===== src/core/status_led_pkg.sv =====
// Shared constants and types for the camera status indicator
package status_led_pkg;

	// Clock and timing
	localparam int unsigned     CLK_FREQ_HZ       = 125_000_000;
	localparam int unsigned     CLK_PER_MS        = CLK_FREQ_HZ / 1000;
	localparam int unsigned     ACQ_GAP_MS        = 100;
	localparam int unsigned     ACQ_GAP_CYCLES    = ACQ_GAP_MS * CLK_PER_MS;
	localparam int unsigned     REBOOT_TIME_MS    = 30000;
	localparam longint unsigned REBOOT_CYCLES_DEF = longint'(REBOOT_TIME_MS) * CLK_PER_MS;

	// Register map (byte addresses)
	localparam int          ADDR_W      = 4;
	localparam logic [3:0]  COND_OFS    = 4'h0;
	localparam logic [3:0]  FLASH_OFS   = 4'h4;
	localparam logic [3:0]  STATUS_OFS  = 4'h8;
	localparam logic [1:0]  RESP_OKAY   = 2'h0;
	localparam logic [1:0]  RESP_SLVERR = 2'h2;

	// Condition register bits
	localparam int COND_INIT  = 0;
	localparam int COND_FATAL = 1;
	localparam int COND_XFER  = 2;
	localparam int COND_ACQ   = 3;
	localparam int COND_IP    = 4;
	localparam int COND_APP   = 5;
	localparam int COND_W     = 6;

	// Flash configuration fields, half periods in milliseconds
	localparam int          HALF_W    = 16;
	localparam int          SLOW_LSB  = 0;
	localparam int          FAST_LSB  = 16;
	localparam logic [15:0] SLOW_RST  = 16'h01F4;
	localparam logic [15:0] FAST_RST  = 16'h0064;

	// Status register fields
	localparam int ST_DISP_LSB = 0;
	localparam int ST_DISP_W   = 4;
	localparam int ST_LINK     = 4;
	localparam int ST_HOST     = 5;
	localparam int ST_STARTED  = 6;
	localparam int ST_RED      = 8;
	localparam int ST_GREEN    = 9;
	localparam int ST_BLUE     = 10;

	typedef enum logic [3:0] {
		D_POWERUP,
		D_FATAL,
		D_INIT,
		D_XFER,
		D_NOLINK,
		D_ACQ,
		D_APP,
		D_IP,
		D_IDLE
	} disp_type;

endpackage : status_led_pkg


===== src/core/flash_phase.sv =====
// Flash phase generator: toggles every programmed number of millisecond ticks
`timescale 1ns/1ps
module flash_phase
(
	// Clock and reset
	input  wire logic                           clk,
	input  wire logic                           srst,
	// Timing
	input  wire logic                           tick,
	input  wire logic [status_led_pkg::HALF_W-1:0] half_period,
	// Phase
	output logic                                phase
);
	import status_led_pkg::*;

	typedef struct packed {
		logic [HALF_W-1:0] cnt;
		logic              phase;
	} fl_state_type;

	fl_state_type st_reg;
	fl_state_type st_next;

	always_comb
	begin
		st_next = st_reg;
		if (tick)
		begin
			// A zero half period behaves as one, so the lamp never freezes
			if (st_reg.cnt + HALF_W'(1) >= half_period)
			begin
				st_next.cnt   = '0;
				st_next.phase = !st_reg.phase;
			end
			else
			begin
				st_next.cnt = st_reg.cnt + HALF_W'(1);
			end
		end
	end

	always_ff @(posedge clk)
	begin
		if (srst)
			st_reg <= '0;
		else
			st_reg <= st_next;
	end

	assign phase = st_reg.phase;

endmodule : flash_phase


===== src/core/status_led.sv =====
// Camera status indicator: priority selection, flashing and register slave
//
// The implementer's own choices: the placing of the registers and register access over AXI4-Lite.
`timescale 1ns/1ps
module status_led
#(
	parameter int unsigned     MS_CYCLES     = status_led_pkg::CLK_PER_MS,
	parameter int unsigned     GAP_CYCLES    = status_led_pkg::ACQ_GAP_CYCLES,
	parameter longint unsigned REBOOT_CYCLES = status_led_pkg::REBOOT_CYCLES_DEF
)
(
	// Clock and reset
	input  wire logic                              REF_CLK,
	input  wire logic                              SRST,
	// AXI4-Lite write address and data
	input  wire logic [status_led_pkg::ADDR_W-1:0] AWADDR,
	input  wire logic                              AWVALID,
	output logic                                   AWREADY,
	input  wire logic [31:0]                       WDATA,
	input  wire logic [3:0]                        WSTRB,
	input  wire logic                              WVALID,
	output logic                                   WREADY,
	// AXI4-Lite write response
	output logic [1:0]                             BRESP,
	output logic                                   BVALID,
	input  wire logic                              BREADY,
	// AXI4-Lite read
	input  wire logic [status_led_pkg::ADDR_W-1:0] ARADDR,
	input  wire logic                              ARVALID,
	output logic                                   ARREADY,
	output logic [31:0]                            RDATA,
	output logic [1:0]                             RRESP,
	output logic                                   RVALID,
	input  wire logic                              RREADY,
	// Camera pins
	input  wire logic                              LINK_UP,
	input  wire logic                              FRAME_EVT,
	// Indicator and system outputs
	output logic                                   LED_RED,
	output logic                                   LED_GREEN,
	output logic                                   LED_BLUE,
	output logic                                   HOST_ACCESS_EN,
	output logic                                   ADDR_CFG_START,
	output logic                                   REBOOT_REQ
);
	import status_led_pkg::*;

	localparam int MS_W  = $clog2(MS_CYCLES + 1);
	localparam int GAP_W = $clog2(GAP_CYCLES + 1);
	localparam logic [MS_W-1:0]  MS_LAST  = MS_W'(MS_CYCLES - 1);
	localparam logic [GAP_W-1:0] GAP_LOAD = GAP_W'(GAP_CYCLES - 1);
	localparam logic [31:0]      RB_LAST  = 32'(REBOOT_CYCLES - 1);
	localparam logic [31:0]      RB_PULSE = 32'(REBOOT_CYCLES - 2);

	typedef struct packed {
		logic              aw_ready;
		logic              w_ready;
		logic              b_valid;
		logic [1:0]        b_resp;
		logic              ar_ready;
		logic              r_valid;
		logic [31:0]       r_data;
		logic [1:0]        r_resp;
		logic              aw_full;
		logic              w_full;
		logic [ADDR_W-1:0] aw_addr;
		logic [31:0]       w_data;
		logic [3:0]        w_strb;
		logic [COND_W-1:0] cond;
		logic [HALF_W-1:0] slow_half;
		logic [HALF_W-1:0] fast_half;
		logic              link_s1;
		logic              link_s2;
		logic              link_prev;
		logic              frm_s1;
		logic              frm_s2;
		logic              frm_prev;
		logic [MS_W-1:0]   ms_cnt;
		logic              ms_tick;
		logic [GAP_W-1:0]  gap_cnt;
		logic              green_ph;
		logic [31:0]       reboot_cnt;
		logic              reboot_req;
		logic              por_done;
		logic              cfg_start;
		logic              started;
		disp_type          disp;
		logic              led_r;
		logic              led_g;
		logic              led_b;
		logic              host_en;
	} st_type;

	st_type st_reg;
	st_type st_next;
	logic   slow_ph;
	logic   fast_ph;

	function automatic logic [31:0] merge_bytes(input logic [31:0] old_val,
		input logic [31:0] new_val, input logic [3:0] strb);
		logic [31:0] res;
		res = old_val;
		for (int i = 0; i < 4; i++)
		begin
			if (strb[i])
				res[i*8 +: 8] = new_val[i*8 +: 8];
		end
		return res;
	endfunction : merge_bytes

	// Both rates share one millisecond tick, so their ratio is set by software alone
	flash_phase u_slow
	(
		.clk         (REF_CLK),
		.srst        (SRST),
		.tick        (st_reg.ms_tick),
		.half_period (st_reg.slow_half),
		.phase       (slow_ph)
	);

	flash_phase u_fast
	(
		.clk         (REF_CLK),
		.srst        (SRST),
		.tick        (st_reg.ms_tick),
		.half_period (st_reg.fast_half),
		.phase       (fast_ph)
	);

	always_comb
	begin
		logic [31:0] rd;
		logic [31:0] flash_word;
		rd = '0;
		flash_word = '0;
		st_next = st_reg;

		// Pin synchronisers
		st_next.link_s1   = LINK_UP;
		st_next.link_s2   = st_reg.link_s1;
		st_next.link_prev = st_reg.link_s2;
		st_next.frm_s1    = FRAME_EVT;
		st_next.frm_s2    = st_reg.frm_s1;
		st_next.frm_prev  = st_reg.frm_s2;

		// Write channel: address and data are taken in either order
		if (AWVALID && st_reg.aw_ready)
		begin
			st_next.aw_full = 1'b1;
			st_next.aw_addr = AWADDR;
		end
		if (WVALID && st_reg.w_ready)
		begin
			st_next.w_full = 1'b1;
			st_next.w_data = WDATA;
			st_next.w_strb = WSTRB;
		end
		if (st_reg.b_valid && BREADY)
			st_next.b_valid = 1'b0;
		if (st_reg.aw_full && st_reg.w_full && !st_reg.b_valid)
		begin
			st_next.aw_full = 1'b0;
			st_next.w_full  = 1'b0;
			st_next.b_valid = 1'b1;
			st_next.b_resp  = RESP_OKAY;
			flash_word[SLOW_LSB +: HALF_W] = st_reg.slow_half;
			flash_word[FAST_LSB +: HALF_W] = st_reg.fast_half;
			if (st_reg.aw_addr == COND_OFS)
				st_next.cond = COND_W'(merge_bytes(32'(st_reg.cond), st_reg.w_data,
					st_reg.w_strb));
			else if (st_reg.aw_addr == FLASH_OFS)
			begin
				flash_word = merge_bytes(flash_word, st_reg.w_data, st_reg.w_strb);
				st_next.slow_half = flash_word[SLOW_LSB +: HALF_W];
				st_next.fast_half = flash_word[FAST_LSB +: HALF_W];
			end
			else if (st_reg.aw_addr != STATUS_OFS)
				st_next.b_resp = RESP_SLVERR;
		end
		st_next.aw_ready = !st_next.aw_full && !st_next.b_valid;
		st_next.w_ready  = !st_next.w_full && !st_next.b_valid;

		// Read channel
		if (ARVALID && st_reg.ar_ready)
		begin
			st_next.r_valid = 1'b1;
			st_next.r_resp  = RESP_OKAY;
			if (ARADDR == COND_OFS)
				rd = 32'(st_reg.cond);
			else if (ARADDR == FLASH_OFS)
			begin
				rd[SLOW_LSB +: HALF_W] = st_reg.slow_half;
				rd[FAST_LSB +: HALF_W] = st_reg.fast_half;
			end
			else if (ARADDR == STATUS_OFS)
			begin
				rd[ST_DISP_LSB +: ST_DISP_W] = ST_DISP_W'(st_reg.disp);
				rd[ST_LINK]    = st_reg.link_s2;
				rd[ST_HOST]    = st_reg.host_en;
				rd[ST_STARTED] = st_reg.started;
				rd[ST_RED]     = st_reg.led_r;
				rd[ST_GREEN]   = st_reg.led_g;
				rd[ST_BLUE]    = st_reg.led_b;
			end
			else
				st_next.r_resp = RESP_SLVERR;
			st_next.r_data = rd;
		end
		else if (st_reg.r_valid && RREADY)
			st_next.r_valid = 1'b0;
		st_next.ar_ready = !st_next.r_valid;

		// Millisecond tick for the flash dividers
		st_next.ms_tick = 1'b0;
		if (st_reg.ms_cnt >= MS_LAST)
		begin
			st_next.ms_cnt  = '0;
			st_next.ms_tick = 1'b1;
		end
		else
			st_next.ms_cnt = st_reg.ms_cnt + MS_W'(1);

		// Frame toggles; events inside the hold-off are dropped, not queued
		if (st_reg.gap_cnt != '0)
			st_next.gap_cnt = st_reg.gap_cnt - GAP_W'(1);
		if (!st_reg.cond[COND_ACQ])
			st_next.green_ph = 1'b1;
		else if (st_reg.frm_s2 && !st_reg.frm_prev && st_reg.gap_cnt == '0)
		begin
			st_next.green_ph = !st_reg.green_ph;
			st_next.gap_cnt  = GAP_LOAD;
		end

		// Restart request once a fatal error has persisted
		st_next.reboot_req = 1'b0;
		if (st_reg.cond[COND_FATAL])
		begin
			if (st_reg.reboot_cnt != RB_LAST)
				st_next.reboot_cnt = st_reg.reboot_cnt + 32'h0000_0001;
			st_next.reboot_req = (st_reg.reboot_cnt == RB_PULSE);
		end
		else
			st_next.reboot_cnt = '0;

		// Address configuration kick at power-up and on each link rise
		st_next.por_done  = 1'b1;
		st_next.cfg_start = !st_reg.por_done || (st_reg.link_s2 && !st_reg.link_prev);

		// Host access follows the address-assigned flag
		st_next.host_en = st_reg.cond[COND_IP];

		// Priority selection
		if (st_reg.cond != '0)
			st_next.started = 1'b1;
		if (st_reg.cond[COND_FATAL])
			st_next.disp = D_FATAL;
		else if (st_reg.cond[COND_INIT])
			st_next.disp = D_INIT;
		else if (!st_reg.started)
			st_next.disp = D_POWERUP;
		else if (st_reg.cond[COND_XFER])
			st_next.disp = D_XFER;
		else if (!st_reg.link_s2)
			st_next.disp = D_NOLINK;
		else if (st_reg.cond[COND_ACQ])
			st_next.disp = D_ACQ;
		else if (st_reg.cond[COND_APP])
			st_next.disp = D_APP;
		else if (st_reg.cond[COND_IP])
			st_next.disp = D_IP;
		else
			st_next.disp = D_IDLE;

		st_next.led_r = 1'b0;
		st_next.led_g = 1'b0;
		st_next.led_b = 1'b0;
		case (st_next.disp)
			D_POWERUP: st_next.led_r = 1'b1;
			D_FATAL:
			begin
				st_next.led_r = 1'b1;
				st_next.led_b = slow_ph;
			end
			D_INIT:    st_next.led_r = slow_ph;
			D_XFER:    st_next.led_b = fast_ph;
			D_NOLINK:  st_next.led_b = slow_ph;
			D_ACQ:     st_next.led_g = st_reg.green_ph;
			D_APP:     st_next.led_g = 1'b1;
			D_IP:      st_next.led_b = 1'b1;
			default:   st_next.led_b = 1'b0;
		endcase
	end

	always_ff @(posedge REF_CLK)
	begin
		if (SRST)
		begin
			st_reg           <= '0;
			// Idle, not power-up, so no state claims red before the first update
			st_reg.disp      <= D_IDLE;
			st_reg.slow_half <= SLOW_RST;
			st_reg.fast_half <= FAST_RST;
		end
		else
			st_reg <= st_next;
	end

	assign AWREADY        = st_reg.aw_ready;
	assign WREADY         = st_reg.w_ready;
	assign BRESP          = st_reg.b_resp;
	assign BVALID         = st_reg.b_valid;
	assign ARREADY        = st_reg.ar_ready;
	assign RDATA          = st_reg.r_data;
	assign RRESP          = st_reg.r_resp;
	assign RVALID         = st_reg.r_valid;
	assign LED_RED        = st_reg.led_r;
	assign LED_GREEN      = st_reg.led_g;
	assign LED_BLUE       = st_reg.led_b;
	assign HOST_ACCESS_EN = st_reg.host_en;
	assign ADDR_CFG_START = st_reg.cfg_start;
	assign REBOOT_REQ     = st_reg.reboot_req;
endmodule : status_led


===== config.mk =====
export PLATFORM = sky130hd
export DESIGN_NAME = status_led
export DESIGN_NICKNAME = d
export VERILOG_FILES = /design/src/core/status_led_pkg.sv /design/src/core/flash_phase.sv /design/src/core/status_led.sv
export SDC_FILE = /design/constraint.sdc
export NUM_CORES = 1
export LEC_CHECK = 0
export BUFFER_PORTS_ARGS = -buffer_cell sky130_fd_sc_hd__buf_2
export CAP_MARGIN = 20
export CORE_UTILIZATION = 50
export DETAILED_ROUTE_END_ITERATION = 6
export PLACE_DENSITY = 0.75
export SLEW_MARGIN = 15
export SYNTH_ARGS = -nofsm -noshare
export SYNTH_HDL_FRONTEND = slang
export SYNTH_HIERARCHICAL = 1
export SYNTH_SLANG_ARGS = --single-unit

===== constraint.sdc =====
create_clock -name REF_CLK -period 4 [get_ports REF_CLK]
set_input_delay 0 -clock REF_CLK [delete_from_list [all_inputs] [get_ports REF_CLK]]
set_output_delay 0 -clock REF_CLK [all_outputs]
set_load 0.01 [all_outputs]

* After elaboration in Yosys (flattened, before gate mapping)
Index checks and enable logic that the tools add are counted.
** Word-level totals
- Word-level logic and storage cells :: 147
- Register bits after elaboration :: 248
- Output and inout port bits :: 47
** Operators by class
- Mux-type cells :: 40
- Bitwise gates (word level) :: 2
- Add/sub/neg operators :: 5
- $lt $le $gt $ge :: 3
- Equality and inequality tests :: 14
- Reductions and logical operators :: 41
** Operators with widths (number)
- $mux W24 :: 2
- $add A16 B1 Y16 const B :: 2
- $add A32 B1 Y32 const B :: 1
- $eq A32 B32 Y1 const B :: 1
- $ge A16 B16 Y1 :: 2
- $mux W16 :: 2
- $mux W32 :: 1
- $mux W4 :: 8
- $ne A32 B32 Y1 const B :: 1
- $mux W25 :: 1
- $eq A4 B3 Y1 const B :: 6
- $logic_not A24 Y1 :: 1
- $reduce_bool A24 Y1 :: 1
- $sub A24 B1 Y24 const B :: 1
- $mux W21 :: 1
- $add A17 B1 Y17 const B :: 1
- $ge A17 B17 Y1 const B :: 1
- $reduce_and A4 Y1 :: 4
- $mux W2 :: 7
- $mux W7 :: 2
- $logic_and A1 B1 Y1 :: 12
- $logic_not A4 Y1 :: 3
- $logic_not A1 Y1 :: 11
- $mux W11 :: 1
- other kinds (15) :: 32

* Logic depth before layout (Yosys ltp)
Gate-level depths: netlist of run 1.
- Word-level depth :: 12
- Mapped depth :: 15

* Modules after synthesis
Netlist of run 1, hierarchy kept.
** By module, submodules not included
- status_led :: seq. area each 4244.1 um^2, cells an instance 1050, times used 1, area each 8952.3 um^2
- flash_phase :: seq. area each 340.3 um^2, cells an instance 178, times used 2, area each 1437.6 um^2

* Worst setup path before layout of run 1
Ideal clock, no wire load.
- Path type :: flip-flop to flip-flop
- Start point :: reg u_fast/st_reg[1] (netlist name)
- End point :: reg u_fast/st_reg[8] (netlist name)
- Setup slack :: 1.100 ns
- Arrival :: 2.783 ns
- Required time :: 3.883 ns
- Clock period less this slack :: 2.900 ns
- Stages on the path, launching flop included :: 14
- Path buffers :: 1
- Cells stage by stage :: dfxtp_1 ha_1 nand3_2 nor4_2 nand3_1 xnor2_1 ha_1 nand2_1 nor2_1 nand4_1 o21ai_1 buf_2 o21ai_1 a22o_1
** On the way
- Cells in the longest elaborated chain, start to end :: 3
** Ends and longest elaborated chain
- start, declared :: RTL line flash_phase.sv:21 : fl_state_type st_reg;
- start signal, assigned :: RTL line flash_phase.sv:47 : st_reg <= st_next;
- $add A16 B1 Y16 (*) :: RTL line flash_phase.sv:30, flash_phase.sv:37
- $ge A16 B16 Y1 :: RTL line flash_phase.sv:30 : if (st_reg.cnt + HALF_W'(1) >= half_period)
- $mux W16 (*) :: RTL line flash_phase.sv:30
Every way passes the cells marked *; elsewhere a longest branch is shown, timed or not.
A chain may end at the register's enable or synchronous reset.

* Final worst setup path of run 1
- Start point :: reg u_slow/st_reg[1] (netlist name)
- End point :: reg u_slow/st_reg[7] (netlist name)
** On the way
- Cells in the longest elaborated chain, start to end :: 3
** Ends and longest elaborated chain (RTL line)
- start, declared :: flash_phase.sv:21
- start signal, assigned :: flash_phase.sv:47
- $add A16 B1 Y16 (*) :: flash_phase.sv:30, flash_phase.sv:37
- $ge A16 B16 Y1 :: flash_phase.sv:30
- $mux W16 (*) :: flash_phase.sv:30
Marks and branches as above.

==> results of run 1 <==
[where the power goes]
| group | switching, mW | total (mW) | leakage [nW] | internal (mW) |
|---|---|---|---|---|
| combinational | 0.677 | 1.08 | 3.08 | 0.404 |
| clock | 0.999 | 2.65 | 0.460 | 1.65 |
| sequential | 0.135 | 2.71 | 1.99 | 2.57 |
[logic make-up after synthesis]
kind of cell | synth area share
and+or+nand+nor | 0.265
adders and majority gates | 0.0413
AOI/OAI and AO/OA | 0.153
DFF | 0.416
other | 0.000317
buffers and inverters | 0.0671
muxes | 0.00762
xor gates and xnor gates | 0.0496
[worst paths after layout]
kind / from / endpoint / slack [ns] / depth (start not counted)
setup reg to reg: u_slow/st_reg[1]$_SDFFE_PP0P_ / u_slow/st_reg[7]$_SDFFE_PP0P_ / 0.62 / 14
hold reg to reg: st_reg[10]$_DFF_P_ / ADDR_CFG_START$_SDFF_PP0_ / 0.42 / 1
setup / recovery: u_slow/st_reg[1]$_SDFFE_PP0P_ / u_slow/st_reg[7]$_SDFFE_PP0P_ / 0.62 / 14
hold / removal: ARVALID / RDATA[9]$_SDFFE_PP0P_ / 0.03 / 5
[stage by stage]
step                      power (mW)  hold WS (ns)  setup WS, ns  instances
after floorplan                 3.58         0.128          1.10       1407
after global placement          3.74         0.213         0.731       1726
after detailed placement        3.77         0.227         0.628       1726
after CTS                       6.45       0.00883         0.609       1843
after global routing            6.71        0.0546         0.311       1844
final                           6.44        0.0276         0.624       1844
[synthesized netlist by cell type (4+ instances only)]
cell	count	area [um2]
dfxtp_1	246	4920
nand2_1	167	627
nor2_1	149	559
a21oi_1	106	531
nand3_1	79	395
inv_1	59	221
xnor2_1	50	438
clkbuf_1	42	158
buf_4	40	300
ha_1	39	488
nor3_1	33	165
a22oi_1	32	240
o21ai_0	31	155
and3_1	23	144
a22o_1	22	193
nor2b_1	18	113
xor2_1	17	149
a211oi_1	15	113
nand4_1	15	93.8
nand2b_1	14	87.6
or3_1	14	87.6
nor3_2	13	130
o21ai_1	12	60.1
a31oi_1	11	68.8
or4_1	11	82.6
buf_1	10	37.5
mux2i_1	9	90.1
and2_1	8	50.1
buf_2	8	40.0
nor4_2	8	100
and4_1	7	61.3
nand3_2	7	70.1
nor4_1	6	37.5
nand2_2	5	31.3
nor4_4	5	106
or2_2	5	31.3
a31o_2	4	35.0
nand3b_1	4	30.0
o211ai_1	4	30.0
o31ai_1	4	30.0
or3b_1	4	35.0
[layer usage]
layer,vias up,wire (um)
met5,-,0
met4,0,579
met3,50,1320
met2,239,13200
met1,4857,12700
li1,5077,-
[layout make-up]
cell class              instances  area, um2  area share
flip-flops and latches        246       4920       0.353
well taps                     313        392      0.0281
repair buffers                180       1320      0.0945
inverters                      60        225      0.0162
clock inverters                12        196      0.0141
clock buffers                  36        759      0.0545
multi-input cells             997       6120       0.439
[worst min-delay path: cells and delay by family]
family / cells / cell delay (ns)
buffers and inverters: 1 / 0.12
AO/OA/AOI/OAI: 1 / 0.11
AND/OR/NAND/NOR: 3 / 0.27
[repair_timing]
action / CTS / global route
setup endpoints to repair: 0 / 0
hold buffers: 69 / 0
endpoints found under the hold margin: 72 / 0
==> impl_metrics.tcl, run 1 <==
set metrics [dict create \
    static-leakage-power_nw 5.54 \
    final_common_cell "dfxtp_1" \
    worstSkewPairLatency_ns 0.53 \
    gr-usage-met3 0.0283 \
    gpl.final_weighted_congestion 0.851 \
    antenna-diode-count 0 \
    drv.max_cap_violation_count 0 \
    synthDistinctLibCells 72 \
    detail_route.iter0.violations 869 \
    post_synth_instance_area_um2 11800 \
    clk_transition_reported_paths_ns 0.07 \
    crit_arrival_ns 3.79 \
    htreeDepth 1 \
    synth-main-ff-cell "dfxtp_1" \
    vdd_ir_drop_max_mv 0.394 \
    setup_tns_ns 0 \
    cts_made_buffers 26 \
    global_route.peak_usage_layer "met2" \
    die_height_um 156 \
    port_buffers 97 \
    final_core_util 0.608 \
    cts_tree "built" \
    fin_area_um2 13900 \
    hp-class "in2reg" \
    dr_total_vias 10200 \
    num_rows 55 \
    area_growth_syn_to_layout_pct 17.8 \
    floorplan.initialDensity 0.516 \
    cp_top_family "simple AND/OR/NAND/NOR gates" \
    detailedRoute.firstPassIterationCount 5 \
    clockRootBuffer "clkbuf_16" \
    crit_slowest_cell "dfxtp_1" \
    path_cells "ha_1 -> nand3_2 -> nor4_2 -> nand3_1 -> xnor2_1 -> ha_1 -> nand2_1 -> nor2_1 -> nand4_1 -> o21ai_1 -> buf_4 -> nor2_1 -> buf_4 -> a22o_1" \
    tightest_slew_ns 0.996 \
    detailedPlacementHpwl_um 18000 \
    fillerInstances 1942 \
    wl_per_cell_um 15.1 \
    critPathBufInv 2 \
    worst-setup-path-type "reg2reg" \
    groute.layer.met2.usage 0.386 \
    cp_data_required_time_ns 4.42 \
    globalRouteOverflowTotal 0 \
    worstPathMaxFanout 11 \
    drcViolationCount 0 \
    power_per_cell_area_nw_per_um2 462 \
    fmax_mhz 296 \
    synthesis.instances 1406 \
    clock_tree.buffer_depth 3 \
    seq_area_frac_synth 0.416 \
    outcome "completed" \
    synth_enable_flop_cells 0 \
    timing.critical_path.from_type "flip-flop" \
    fin_worst_skew_ns 0.0151 \
    grt_pass1_vias 9491 \
    yosys_warnings 6 \
    postRouteAntennaNets 0 \
    hold_viol 0 \
    cts_sinks 246 \
    syn_area_per_cell_um2 8.41 \
    cts_resized 0 \
    slew-limit-headroom 0.334 \
    grt.total_usage 0.226 \
    post_cts_buffers 0 \
    setup_violations_final 0 \
    die_area_um2 24300 \
    final_period_minus_worst_setup_slack_ns 3.38 \
    grt_first_pass_wirelength_um 45500 \
    async_reset_ff_frac 0 \
    layout_cells_sized_above_1 0.141 \
    drt-vias-per-instance 5.54 \
    cp_endpoint_kind "flip-flop" \
    io_pins 100 \
    critPathMaxStageDelay_ns 0.44 \
    largest_reg_flops 162 \
    antenna_found_initial 0 \
    grt_start_max_net_pins 59 \
    placement.cell_area_um2 12300 \
    finalCritPeriodShare 0.844 \
    timing.final.max_slew_violations 0 \
    core_um2 22900 \
    layout_common_cells "246 x dfxtp_1, 167 x nand2_1, 149 x nor2_1" \
    unrepaired_setup_endpoints_after_global_routing "false" \
    wl_um 27800 \
    synth.ff_latch_count 246 \
    nets 1603 \
    globalRouteMet1Util 0.298 \
    dieWidth_um 156 \
]
No activity file was read; power rests on OpenSTA's default activity.
==> run 2: changes to the inputs <==
Clock period 4 ns to 3.51 ns, I/O delays scaled along.
==> run 2 against run 1 <==
Clock skew decreased by 0.0061 ns. Critical path depth fell by 1. Via count is 0.15% higher. Cell count about the same. First-iteration DRC count is 12% lower. Largest cell class unchanged. Largest power group unchanged. Highest routed layer unchanged.
==> impl_metrics.tcl, run 2 (same netlist as run 1, synthesis figures left out) <==
set metrics [dict create \
    hold_viol 0 \
    outcome "completed" \
    io_pins 100 \
    largest_reg_flops 162 \
    clock_tree.buffer_depth 3 \
    wl_per_cell_um 15.2 \
    tightest_slew_ns 1.06 \
    path_cells "ha_1 -> nand3_2 -> nor2_1 -> and4_1 -> xor2_1 -> ha_1 -> and2_1 -> a221o_1 -> a211oi_2 -> o21ai_1 -> buf_4 -> o21ai_0 -> a22o_1" \
    critPathMaxStageDelay_ns 0.46 \
    worst-setup-path-type "reg2reg" \
    cts_tree "built" \
    setup_tns_ns 0 \
    final_common_cell "dfxtp_1" \
    setup_violations_final 0 \
    core_um2 22900 \
    gpl.final_weighted_congestion 0.859 \
    fin_area_um2 13900 \
    cp_top_family "compound AO/OA/AOI/OAI gates" \
    hold_path_depth 5 \
    reg2reg_setup_slack_ns 0.23 \
    detailedPlacementHpwl_um 18500 \
    die_height_um 156 \
    worstSkewPairLatency_ns 0.53 \
    crit_slowest_cell "dfxtp_1" \
    detailedRoute.firstPassIterationCount 5 \
    die_area_um2 24300 \
    unrepaired_setup_endpoints_after_global_routing "false" \
    htreeDepth 1 \
    crit_arrival_ns 3.75 \
    drt-vias-per-instance 5.55 \
    clockRootBuffer "clkbuf_16" \
    worstSetupPathDepth 13 \
    worstHoldEndpoint "RRESP[1]$_SDFFE_PP0P_" \
    layout_cells_sized_above_1 0.141 \
    postRouteAntennaNets 0 \
    fin_worst_hold_slack_ns 0.0575 \
    timing.critical_path.from_type "flip-flop" \
    power_per_cell_area_nw_per_um2 522 \
    worstPathMaxFanout 10 \
    cp_data_required_time_ns 3.98 \
    drv.max_cap_violation_count 0 \
    grt_start_max_net_pins 64 \
    hp-class "in2reg" \
    place.detailed.instances 1729 \
    finalCritPeriodShare 0.935 \
    crit-reg2reg-launch "u_slow/st_reg[1]$_SDFFE_PP0P_" \
    clk_transition_reported_paths_ns 0.06 \
    dieWidth_um 156 \
    layout_common_cells "246 x dfxtp_1, 167 x nand2_1, 149 x nor2_1" \
    num_rows 55 \
    drcViolationCount 0 \
    fmax_mhz 305 \
    globalRouteOverflowTotal 0 \
    dr_total_vias 10200 \
    regToRegEndpoint "u_slow/st_reg[6]$_SDFFE_PP0P_" \
    critPathBufInv 1 \
    cell_occurring_most_often_along_the_worst_timing_path "ha_1" \
    port_buffers 97 \
    hold_start "ARADDR[1]" \
    final_period_minus_worst_setup_slack_ns 3.28 \
    worst_r2r_path_depth 13 \
    antenna-diode-count 0 \
    nets 1604 \
    slew-limit-headroom 0.295 \
    antenna_found_initial 0 \
    grt_pass1_vias 9611 \
    cp_endpoint_kind "flip-flop" \
    fin_worst_skew_ns 0.00895 \
    grt_first_pass_wirelength_um 46300 \
    detail_route.iter0.violations 767 \
    timing.final.max_slew_violations 0 \
    fin_cells 1845 \
    cts_sinks 246 \
    cts_made_buffers 26 \
    worstSetupStartpoint "u_slow/st_reg[1]$_SDFFE_PP0P_" \
    static-leakage-power_nw 5.53 \
    area_growth_syn_to_layout_pct 17.4 \
    floorplan.initialDensity 0.516 \
    placement.cell_area_um2 12300 \
    vdd_ir_drop_max_mv 0.320 \
    wl_um 28100 \
    grt.total_usage 0.230 \
]
run 2: how the worst max path moves through the flow:
stage                                               end  slack [ns]
after floorplan           u_fast/st_reg[8]$_SDFFE_PP0P_        0.61
after global placement    u_fast/st_reg[8]$_SDFFE_PP0P_        0.40
after detailed placement  u_fast/st_reg[8]$_SDFFE_PP0P_        0.27
after CTS                 u_slow/st_reg[6]$_SDFFE_PP0P_        0.24
after global routing          u_slow/phase$_SDFFE_PP0P_       0.008
final                     u_slow/st_reg[6]$_SDFFE_PP0P_        0.23
run 2: power breakdown:
part | internal (mW) | total (mW) | leakage (nW) | switching (mW)
Clock | 1.81 | 2.93 | 0.449 | 1.12
Combinational | 0.460 | 1.24 | 3.08 | 0.777
Sequential | 2.93 | 3.08 | 1.99 | 0.151
run 2: cell type report:
class	count	area, um2
clock inverters	9	151
clock buffers	39	771
inverters	60	225
fillers	1943	9030
well taps	313	392
multi-input cells	997	6130
flip-flops and latches	246	4920
repair buffers	181	1290
run 2: layer usage:
metal	GRT usage	wire length [um]	vias up
li1	-	-	5081
met1	0.303	12600	4829
met2	0.393	13400	274
met3	0.0308	1500	54
met4	0.0644	539	0
met5	0	0	-
run 2: per-stage QoR:
stage | power, mW | setup WS [ns] | utilization
3_5_place_dp | 4.30 | 0.274 | 0.535
3_3_place_gp | 4.26 | 0.401 | 0.535
4_1_cts | 7.26 | 0.243 | 0.605
6_report | 7.25 | 0.228 | 0.606
5_1_grt | 7.56 | 0.00837 | 0.606
2_1_floorplan | 4.08 | 0.610 | -
run 2: worst register-to-register path: cells and delay by family, from the launching register on:
kind	cells	cell delay [ns]
AO/OA/AOI/OAI	5	1.09
XOR/XNOR	1	0.17
adder cells (fa/ha/maj)	2	0.55
buffers and inverters	1	0.18
flip-flops	1	0.46
AND/OR/NAND/NOR	4	0.77
run 2: what timing repair did:
action / CTS / global route
hold buffers: 68 / 0
gates resized for setup: 0 / 2
setup buffers: 0 / 0
hold endpoints to repair: 72 / 0
setup endpoints to repair: 0 / 14
